--- config.mk ---
export PLATFORM = sky130hd
export DESIGN_NAME = crt_trip_logic
export DESIGN_NICKNAME = d
export VERILOG_FILES = /design/src/rtl/crt_pkg.sv /design/src/rtl/crt_trip_logic.sv
export SDC_FILE = /design/constraint.sdc
export NUM_CORES = 1
export LEC_CHECK = 0
export ABC_AREA = 1
export BUFFER_PORTS_ARGS = -buffer_cell sky130_fd_sc_hd__buf_4
export CORE_ASPECT_RATIO = 1.25
export CORE_MARGIN = 4
export CORE_UTILIZATION = 40
export CTS_BUF_LIST = sky130_fd_sc_hd__clkbuf_8
export DETAILED_ROUTE_END_ITERATION = 16
export SLEW_MARGIN = 20
export SYNTH_ARGS = -nofsm -noshare
export SYNTH_HDL_FRONTEND = slang
export SYNTH_SLANG_ARGS = --single-unit
export TNS_END_PERCENT = 20
--- constraint.sdc ---
create_clock -name sys_clk -period 4.2 [get_ports sys_clk]
set_input_delay 0.84 -clock sys_clk [delete_from_list [all_inputs] [get_ports sys_clk]]
set_output_delay 0.84 -clock sys_clk [all_outputs]
set_load 0.01 [all_outputs]
--- src/rtl/crt_pkg.sv ---
// Package for the carrier receiver trip logic: register map, field layout,
// reset values and timing counts. Assumes a 40 MHz system clock.
package crt_pkg;

  localparam int unsigned CLK_HZ        = 40_000_000;
  localparam int unsigned MS_CYCLES     = CLK_HZ / 1000;
  localparam int unsigned UNBLOCK_MS    = 150;
  localparam int unsigned UNBLOCK_CYC   = UNBLOCK_MS * MS_CYCLES;
  localparam int unsigned HOLD10_CYC    = 10 * MS_CYCLES;
  localparam int unsigned HOLD50_CYC    = 50 * MS_CYCLES;
  localparam int unsigned HOLD100_CYC   = 100 * MS_CYCLES;
  localparam int unsigned TDLY_STEP_MS  = 2;
  localparam int unsigned TDLY_STEP_CYC = TDLY_STEP_MS * MS_CYCLES;

  // Register byte offsets (classic Wishbone, one word each)
  localparam logic [3:0] REG_CTRL   = 4'h0;
  localparam logic [3:0] REG_STATUS = 4'h4;
  localparam logic [3:0] REG_IRQ    = 4'h8;
  localparam logic [3:0] REG_MASK   = 4'hc;

  // Control field positions
  localparam int CTRL_VAR_LSB   = 0;   // 2 bits, variant
  localparam int CTRL_CBSEL     = 2;   // checkback frequency select
  localparam int CTRL_TDLY_LSB  = 4;   // 4 bits, trip delay in 2 ms steps
  localparam int CTRL_THOLD_LSB = 8;   // 2 bits
  localparam int CTRL_GHOLD_LSB = 10;  // 2 bits
  localparam int CTRL_UBEN      = 12;  // unblock window enable
  localparam logic [12:0] CTRL_RESET = 13'h0000;

  localparam int NUM_IRQ = 4;
  localparam int IRQ_TRIP = 0;
  localparam int IRQ_CB   = 1;
  localparam int IRQ_LOC  = 2;
  localparam int IRQ_NOIS = 3;

  typedef enum logic [1:0] {
    CRT_VAR_2F_DIR,
    CRT_VAR_3F_DIR,
    CRT_VAR_2F_PHASE
  } crt_variant_e;

  typedef struct packed {
    logic high_f;
    logic center_f;
    logic low_f;
    logic noise;
    logic low_level;
  } crt_disc_s;

  typedef struct packed {
    logic good_chan;
    logic trip;
    logic guard;
    logic checkback;
    logic ubpt_trip;
    logic dtt_trip;
    logic mark;
    logic space;
  } crt_led_s;

  typedef struct packed {
    logic ss_trip2;
    logic ss_guard;
    logic ss_low;
    logic ss_checkback;
    logic ss_noise;
    logic ss_mark;
    logic ss_space;
    logic em_trip;
    logic em_guard;
  } crt_out_s;

endpackage : crt_pkg

--- src/rtl/crt_trip_logic.sv ---
// Receiver decision logic: discriminator flags in, trip/guard/checkback
// outputs and indicators out. Wishbone classic slave for configuration.
// Assumes discriminator flags are level signals, not clock related.
//
// Behaviour
// RULE1 - Take high, center and low frequency flags plus noise and low level flags.
// RULE2 - Good channel lights only while neither noise nor low level is present.
// RULE3 - In two-frequency directional mode trip follows a low-shifted frequency.
// RULE4 - In two-frequency directional mode guard follows the high frequency.
// RULE5 - Low after channel loss with no guard return lights checkback alone.
// RULE6 - In three-frequency mode a switch picks the high or low shift for checkback.
// RULE7 - Selected shift after channel loss without guard lights checkback, no trip.
// RULE8 - In three-frequency mode a high shift gives the permissive trip.
// RULE9 - In three-frequency mode a low shift gives the direct transfer trip.
// RULE10 - In three-frequency mode the center frequency gives guard.
// RULE11 - In phase mode mark and space alternate about sixty times a second.
// RULE12 - Phase mode drives mark, space, low level and noise outputs only.
// RULE13 - Two-frequency mode drives five solid-state and two relay-stage outputs.
// RULE14 - Three-frequency mode drives five solid-state and two relay-stage outputs.
// RULE15 - Each timer offers a disabled setting beside its durations.
// RULE16 - The unblock timer opens a trip window on low level with no guard.
// RULE17 - All discriminator inputs are synchronised before any decision. The noise interrupt event also samples the first stage q.s1.noise.
//
// Implementation choices: the register offsets and the Wishbone interface to the registers.
`timescale 1ns/10ps
module crt_trip_logic (
  input  wire logic             sys_clk,
  input  wire logic             rst_b,
  input  wire crt_pkg::crt_disc_s disc_in,
  input  wire logic             wb_cyc_i,
  input  wire logic             wb_stb_i,
  input  wire logic             wb_we_i,
  input  wire logic [3:0]       wb_adr_i,
  input  wire logic [3:0]       wb_sel_i,
  input  wire logic [31:0]      wb_dat_i,
  output logic [31:0]           wb_dat_o,
  output logic                  wb_ack_o,
  output crt_pkg::crt_led_s     led_o,
  output crt_pkg::crt_out_s     out_o,
  output logic                  irq_o
);

  typedef struct packed {
    crt_pkg::crt_disc_s   s1;
    crt_pkg::crt_disc_s   s2;
    logic [12:0]          ctrl;
    logic [3:0]           irq_stat;
    logic [3:0]           irq_mask;
    logic                 lost;      // Channel lost, no guard since
    logic [22:0]          ub_cnt;
    logic [22:0]          td_cnt;
    logic [22:0]          th_cnt;
    logic [22:0]          gh_cnt;
    logic                 ack;
    logic [31:0]          rdat;
    crt_pkg::crt_led_s    led;
    crt_pkg::crt_out_s    out;
    logic                 irq;
  } crt_state_s;

  crt_state_s q, d;

  function automatic logic [22:0] hold_cyc(input logic [1:0] sel);
    unique case (sel)
      2'h0:    hold_cyc = 23'h0;
      2'h1:    hold_cyc = 23'(crt_pkg::HOLD10_CYC);
      2'h2:    hold_cyc = 23'(crt_pkg::HOLD50_CYC);
      default: hold_cyc = 23'(crt_pkg::HOLD100_CYC);
    endcase
  endfunction : hold_cyc

  logic        sel_cb_f;
  logic        shift_f;
  logic        raw_trip;
  logic        ub_win;
  logic        trip_dly;
  logic        trip_out;
  logic        guard_in;
  logic        guard_out;
  logic        loc;
  logic        wb_req;
  logic [3:0]  ev;
  logic [1:0]  var_f;
  logic [3:0]  td_set;

  always_comb begin
    d      = q;
    d.s1   = disc_in;   // RULE1
    d.s2   = q.s1;      // RULE17
    var_f  = q.ctrl[crt_pkg::CTRL_VAR_LSB +: 2];
    td_set = q.ctrl[crt_pkg::CTRL_TDLY_LSB +: 4];
    wb_req = wb_cyc_i && wb_stb_i && !q.ack;

    guard_in = (var_f == 2'(crt_pkg::CRT_VAR_3F_DIR)) ? q.s2.center_f : q.s2.high_f; // RULE4 RULE10
    loc      = q.s2.low_level && !guard_in; // RULE16
    if (guard_in) begin
      d.lost = 1'b0;
    end else if (loc) begin
      d.lost = 1'b1;
    end

    // Unblock window: counts from channel loss, zero setting disables
    if (!loc || !q.ctrl[crt_pkg::CTRL_UBEN]) begin
      d.ub_cnt = 23'h0; // RULE15
    end else if (q.ub_cnt != 23'(crt_pkg::UNBLOCK_CYC)) begin
      d.ub_cnt = q.ub_cnt + 23'h1; // RULE16
    end

    sel_cb_f = q.ctrl[crt_pkg::CTRL_CBSEL] ? q.s2.high_f : q.s2.low_f; // RULE6
    shift_f  = (var_f == 2'(crt_pkg::CRT_VAR_3F_DIR)) ? sel_cb_f : q.s2.low_f;
    // Window closes once the count tops out, so a lasting loss cannot trip
    ub_win   = loc && q.ub_cnt != 23'h0 &&
               q.ub_cnt != 23'(crt_pkg::UNBLOCK_CYC); // RULE16
    raw_trip = q.s2.low_f || ub_win;

    // Trip delay: zero setting passes trip immediately
    if (!raw_trip) begin
      d.td_cnt = 23'h0;
    end else if (q.td_cnt != 23'(td_set) * 23'(crt_pkg::TDLY_STEP_CYC)) begin
      d.td_cnt = q.td_cnt + 23'h1;
    end
    trip_dly = raw_trip && (q.td_cnt == 23'(td_set) * 23'(crt_pkg::TDLY_STEP_CYC)); // RULE15

    // Trip and guard hold stretch outputs; disabled setting gives no stretch
    if (trip_dly) begin
      d.th_cnt = hold_cyc(q.ctrl[crt_pkg::CTRL_THOLD_LSB +: 2]);
    end else if (q.th_cnt != 23'h0) begin
      d.th_cnt = q.th_cnt - 23'h1;
    end
    if (guard_in) begin
      d.gh_cnt = hold_cyc(q.ctrl[crt_pkg::CTRL_GHOLD_LSB +: 2]);
    end else if (q.gh_cnt != 23'h0) begin
      d.gh_cnt = q.gh_cnt - 23'h1;
    end
    // Loss suppresses trip except inside the unblock window
    trip_out  = (trip_dly || q.th_cnt != 23'h0) && (!q.lost || ub_win); // RULE5 RULE7 RULE16
    guard_out = guard_in || q.gh_cnt != 23'h0;

    d.led = '0;
    d.out = '0;
    d.led.good_chan = !q.s2.noise && !q.s2.low_level; // RULE2
    unique case (var_f)
      2'(crt_pkg::CRT_VAR_3F_DIR): begin
        d.led.ubpt_trip    = q.s2.high_f && !(q.lost && q.ctrl[crt_pkg::CTRL_CBSEL]); // RULE8 RULE7
        d.led.dtt_trip     = trip_out; // RULE9
        d.led.guard        = guard_out; // RULE10
        d.led.checkback    = shift_f; // RULE6
        d.out.ss_trip2     = d.led.ubpt_trip; // RULE14
        d.out.ss_guard     = guard_out;
        d.out.ss_low       = q.s2.low_level;
        d.out.ss_checkback = shift_f;
        d.out.ss_noise     = q.s2.noise;
        d.out.em_trip      = trip_out || d.led.ubpt_trip;
        d.out.em_guard     = guard_out;
      end
      2'(crt_pkg::CRT_VAR_2F_PHASE): begin
        d.led.mark     = q.s2.high_f; // RULE11
        d.led.space    = q.s2.low_f; // RULE11
        d.out.ss_mark  = q.s2.high_f; // RULE12
        d.out.ss_space = q.s2.low_f;
        d.out.ss_low   = q.s2.low_level;
        d.out.ss_noise = q.s2.noise;
      end
      default: begin
        d.led.trip         = trip_out; // RULE3
        d.led.guard        = guard_out; // RULE4
        d.led.checkback    = shift_f; // RULE5
        d.out.ss_trip2     = trip_out; // RULE13
        d.out.ss_guard     = guard_out;
        d.out.ss_low       = q.s2.low_level;
        d.out.ss_checkback = shift_f;
        d.out.ss_noise     = q.s2.noise;
        d.out.em_trip      = trip_out;
        d.out.em_guard     = guard_out;
      end
    endcase

    // Sticky events; set wins over a write-one clear
    ev[crt_pkg::IRQ_TRIP] = trip_out && !q.led.trip && !q.led.dtt_trip;
    ev[crt_pkg::IRQ_CB]   = shift_f && !q.led.checkback;
    ev[crt_pkg::IRQ_LOC]  = loc && !q.lost;
    ev[crt_pkg::IRQ_NOIS] = q.s2.noise && !q.s1.noise;

    d.ack  = wb_req;
    d.rdat = 32'h0;
    if (wb_req && wb_we_i && wb_sel_i[0]) begin
      unique case (wb_adr_i)
        crt_pkg::REG_CTRL: begin
          d.ctrl[7:0] = wb_dat_i[7:0];
        end
        crt_pkg::REG_IRQ:  d.irq_stat = q.irq_stat & ~wb_dat_i[3:0];
        crt_pkg::REG_MASK: d.irq_mask = wb_dat_i[3:0];
        default: ;
      endcase
    end
    if (wb_req && wb_we_i && wb_sel_i[1] && wb_adr_i == crt_pkg::REG_CTRL) begin
      d.ctrl[12:8] = wb_dat_i[12:8];
    end
    if (wb_req && !wb_we_i) begin
      unique case (wb_adr_i)
        crt_pkg::REG_CTRL:   d.rdat = {19'h0, q.ctrl};
        crt_pkg::REG_STATUS: d.rdat = {18'h0, q.lost, loc, 4'h0, q.led};
        crt_pkg::REG_IRQ:    d.rdat = {28'h0, q.irq_stat};
        crt_pkg::REG_MASK:   d.rdat = {28'h0, q.irq_mask};
        default:             d.rdat = 32'h0;
      endcase
    end
    d.irq_stat = d.irq_stat | ev;
    d.irq      = |(q.irq_stat & q.irq_mask);
  end

  always_ff @(posedge sys_clk or negedge rst_b) begin
    if (!rst_b) begin
      q      <= '0;
      q.ctrl <= crt_pkg::CTRL_RESET;
    end else begin
      q <= d;
    end
  end

  assign wb_ack_o = q.ack;
  assign wb_dat_o = q.rdat;
  assign led_o    = q.led;
  assign out_o    = q.out;
  assign irq_o    = q.irq;

endmodule : crt_trip_logic

* Word level (Yosys, flattened, before mapping)
Cells that the tools add are included.
** Word-level totals
- Register bits :: 173
- Output and inout bits :: 51
** Operators by class
- Multipliers :: 1
- Add/subtract/negate cells :: 4
- Equality and inequality tests :: 13
- Reduce and logical (&&, ||, !) cells :: 53
- Bitwise logic cells :: 4
- Muxes and demuxes :: 27
** Operator list (number)
- 2-to-1 mux 23 bit :: 8
- one-hot mux 22 bit (3 select lines) :: 2
- nonzero test 23 bit :: 3
- one-hot mux 14 bit (4 select lines) :: 1
- adder 23 x 1 -> 23 bit, second input constant :: 2
- subtractor 23 x 1 -> 23 bit, second input constant :: 2
- equality test 23 x 21 -> 1 bit :: 1
- != test 23 x 21 -> 1 bit :: 1
- != test 23 bit, second input constant :: 1
- logical AND 1 bit :: 20
- multiplier 4 x 10 -> 14 bit, second input constant :: 1
- 2-to-1 mux 14 bit :: 1
- zero test 1 bit :: 13
- bitwise AND 4 bit :: 2
- equality test 4 bit, second input constant :: 2
- 2-to-1 mux 4 bit :: 2
- 2-to-1 mux 8 bit :: 1
- one-hot mux 2 bit (2 select lines) :: 2
- nonzero test 2 bit :: 4
- 2-to-1 mux 1 bit :: 7
- equality test 2 x 1 -> 1 bit, second input constant :: 3
- equality test 2 bit, second input constant :: 3
- logical OR 1 bit :: 6
- 2-to-1 mux 2 bit :: 3
- 9 further kinds :: 11

* Depth between registers and ports, before layout
- Word-level depth :: 13
- Gate-level depth with buffers :: 21

* Worst setup path after synthesis
No wires, ideal clock.
- Path kind :: register to register
- Start :: register q[158] (netlist name)
- End :: register q[93] (netlist name)
- Buffers on the path :: 1
- Setup time :: 0.062 ns
- Slack :: 1.207 ns
- Required time :: 4.138 ns
- Data arrival time :: 2.931 ns
- Cell stages (with the launch flop) :: 18
- Period minus slack after synthesis :: 2.993 ns
- Path through :: dfrtp_1 fa_1 ha_1 inv_1 fa_1 inv_1 nand2_1 nand2_1 nand2_1 xor2_1 nor2_1 nand3_1 nor2_2 nand3_4 nand2_2 buf_6 nand2_1 inv_1
** Between the ends
- Longest elaborated chain between the ends :: 4
- Elaborated cells between the ends (all ways) :: 5
** Ends and longest elaborated chain
- start, declared :: RTL line crt_trip_logic.sv:61 : crt_state_s q, d;
- multiplier 4 x 10 -> 14 bit * :: RTL line crt_trip_logic.sv:122 : trip_dly = raw_trip && (q.td_cnt == 23'(td_set) * 23'(crt_pkg::TDLY_STEP_CYC));
- equality test 23 x 21 -> 1 bit * :: RTL line crt_trip_logic.sv:122
- logical AND 1 bit * :: RTL line crt_trip_logic.sv:122
- 2-to-1 mux 23 bit or nonzero test 2 bit (tied branches)
Mark *: on every way between the ends. The rest lies on a longest branch, timed or not.
A chain may end at the register's enable or synchronous reset.

==> metrics.csv <==
stage,metric,value,unit
timing,fin_crit,3.565,ns
cells_and_area,post-route-util,0.4479,
pwr,p_per_area,416.0,mW/mm²
global_route,grt_overflow,0,
job,drv_cap,0,
drt,drtIter0Drc,336,
clock_network,cts_tree,done,
drt,vias,7086,
drt,viasPerCell,4.884,
cells_and_area,drive_above_1_share,0.1135,
critical_path,rr_startpoint,q[159],
die,start_util,0.4068,
synthesis,yosysUniqueCellTypes,51,
cells_and_area,antenna_cells,0,
placement,dp_hpwl,15150,µm
synthesis,syn-instance-count,1117,
synthesis,ys_ff_latch,153,
cells_and_area,area_growth,10.09,%
global_route,grt_start_max_net_pins,60,
global_route,first_global_vias,6986,
timing,worst_pin_slew,0.7396,ns
synthesis,yosysWarnings,0,
timing,period_share,0.8487,
timing,grt_setup_unrepaired,no,
global_route,grt_use_met2,0.2899,
global_route,grtUsageMet3,0.03670,
drt,firstDrtPassIters,5,
drt,routed_wl,20040,µm
timing,drv_slew,0,
critical_path,end_kind,register,
synthesis,synth_flop_cell,dfrtp_1,
critical_path,setup.worst_path.start,q[159],
die,die_w,140.6,µm
synthesis,synthArstFlopShare,1.000,
cells_and_area,layout_common_cells,"nand2_1 (235), inv_1 (156), dfrtp_1 (153), nor2_1 (128), buf_4 (64)",
global_route,grt_pass1_wl,33580,µm
synthesis,synth_edf_count,0,
synthesis,avgSynthCellArea,7.875,µm²
clock_network,cts_buffers,17,
timing,clock_skew,0.01818,ns
run_status,status,"complete, no violations",
drt,wl_per_cell,13.81,µm
timing,tns,0,ns
global_route,antenna_found_initial,0,
drt,antenna_left,0,
clock_network,cts_setup_buffers,0,
placement,placed_cells,1419,
clock_network,cts-root-buf,clkbuf_8,
critical_path,required,4.58,ns
synthesis,ys_seq_area_frac,0.4353,
timing,hold_ws,0.3378,ns
placement,portBuffers,61,
global_route,top_usage_layer,met2,
timing,finalSetupViolations,0,
critical_path,worstPathArrival,3.95,ns
cells_and_area,layout_commonest_cell,nand2_1,
timing,finalHoldViolations,0,
cells_and_area,layout.cells.non_filler,1451,
drt,drcViolationCount,0,
pwr,ir_drop,0.0002139,V
critical_path,path_class,register to register,
critical_path,worst_setup_path_start_kind,register,
clock_network,clock_latency,0.46,ns
die,die_h,173.8,µm
clock_network,ctsHtreeMaxLevel,4,
cells_and_area,finalNetCount,1241,
die,die-area,0.02444,mm²
clock_network,cts_resized,0,
placement,gp_congestion,0.8822,
global_route,grt_usage,0.1688,
clock_network,clk_pin_slew,0.10,ns
timing,slew_headroom,0.5042,
critical_path,cp_max_fo,22,
clock_network,clock_sinks,153,
global_route,globalRouteMet1Util,0.2151,
clock_network,cts_max_path_buffers,2,
timing,max_freq,280.5,MHz
hold_path,worst_hold_path_type,input pin to async pin,
clock_network,hold_buffers,0,
synthesis,netlist_area,0.008796,mm²
die,ioPinCount,101,
pwr,p_leak,4.722,nW
die,coreArea,0.02162,mm²
die,rows,60,
## logic make-up after synthesis
logic type / synth area share
muxes: 0.002560
xor gates and xnor gates: 0.03784
DFF: 0.4353
other: 0.0004263
and+or+nand+nor: 0.2768
buffers and inverters: 0.1191
AOI/OAI and AO/OA: 0.07994
adders and majority gates: 0.04808
## synthesized netlist by cell type (2+ instances only)
| master | instances | area (µm²) |
|---|---|---|
| a22oi_1 | 3 | 22.52 |
| dfrtp_1 | 153 | 3829 |
| nand2_2 | 2 | 12.51 |
| nand4_1 | 30 | 187.7 |
| fa_1 | 3 | 60.06 |
| nor3_1 | 42 | 210.2 |
| nor2_2 | 3 | 18.77 |
| nor3_2 | 6 | 60.06 |
| nand3_1 | 62 | 310.3 |
| inv_2 | 6 | 22.52 |
| nand2_1 | 235 | 882.1 |
| nand3_4 | 2 | 35.03 |
| a31oi_1 | 4 | 25.02 |
| buf_4 | 49 | 367.9 |
| a21oi_1 | 51 | 255.2 |
| o21ai_0 | 51 | 255.2 |
| ha_1 | 29 | 362.9 |
| nor4_1 | 5 | 31.28 |
| clkinv_1 | 2 | 7.510 |
| nand3b_1 | 7 | 52.55 |
| buf_6 | 3 | 33.78 |
| mux2_2 | 2 | 22.52 |
| or2_1 | 2 | 12.51 |
| clkbuf_1 | 3 | 11.26 |
| nor2_1 | 128 | 480.5 |
| or2_2 | 8 | 50.05 |
| a221oi_1 | 3 | 26.28 |
| o21a_1 | 2 | 15.01 |
| and3_1 | 4 | 25.02 |
| inv_1 | 156 | 585.6 |
| o211ai_1 | 2 | 15.01 |
| xor2_1 | 24 | 210.2 |
| buf_2 | 3 | 15.01 |
| a211oi_1 | 2 | 15.01 |
| xnor2_1 | 14 | 122.6 |
## registers in the layout, indices dropped and copies added (netlist names)
register / flops
irq_o: 1
q: 117
out_o: 7
led_o: 6
d: 7
wb_ack_o: 1
wb_dat_o: 14
## worst max-delay path: stages (launching register included)
cell     delay, ns
dfrtp_1       0.63
fa_1          0.50
ha_1          0.31
inv_1         0.06
fa_1          0.44
inv_1         0.08
nand2_1       0.08
nand2_1       0.10
nand2_1       0.09
nand2_1       0.08
nand2_1       0.05
nand2_1       0.05
nand3_1       0.08
nor2_1        0.17
nand3_4       0.27
nand2_1       0.25
nand3_1       0.14
nand2_1       0.10
## where the power goes
part	internal, mW	switching [mW]	total [mW]	leakage [nW]
Clock	0.554	0.641	1.20	0.207
Combinational	0.403	0.604	1.01	2.56
Sequential	1.65	0.174	1.83	1.96
## final cells by class
| cell class | instances | area [µm²] |
|---|---|---|
| clock inverter | 15 | 180.2 |
| inverter | 164 | 615.6 |
| sequential | 153 | 3829 |
| tap | 279 | 349.1 |
| multi-input combinational | 758 | 3984 |
| clock buffer | 17 | 234.0 |
| fill | 2188 | 11940 |
| timing repair buffer | 65 | 491.7 |
## layer usage
metal | wire length [µm] | vias to the layer above | part of all wire
met3 | 1014 | 18 | 0.051
li1 | - | 3602 | -
met2 | 9952 | 155 | 0.50
met5 | 0 | - | 0
met4 | 234 | 0 | 0.012
met1 | 8839 | 3311 | 0.44
## through the flow
stage	worst slack, ns	total power, mW	area (µm²)
detailed placement	0.6230	2.865	9269
finish	0.6353	4.028	9683
global route	0.2538	4.326	9683
global placement	0.6427	2.846	9269
CTS	0.5673	4.082	9683
floorplan	1.207	2.629	8860
## worst paths after layout
kind | cells after the start | endpoint | slack [ns]
min in group sys_clk | 0 | q[169] | 0.36
hold reg to reg | 0 | q[169] | 0.36
setup reg to reg | 17 | out_o[8] | 0.64
hold / removal | 1 | q[79] | 0.34
max in group asynchronous | 2 | q[130] | 2.91
setup / recovery | 17 | out_o[8] | 0.64
No activity file was read; power rests on OpenSTA's default activity.
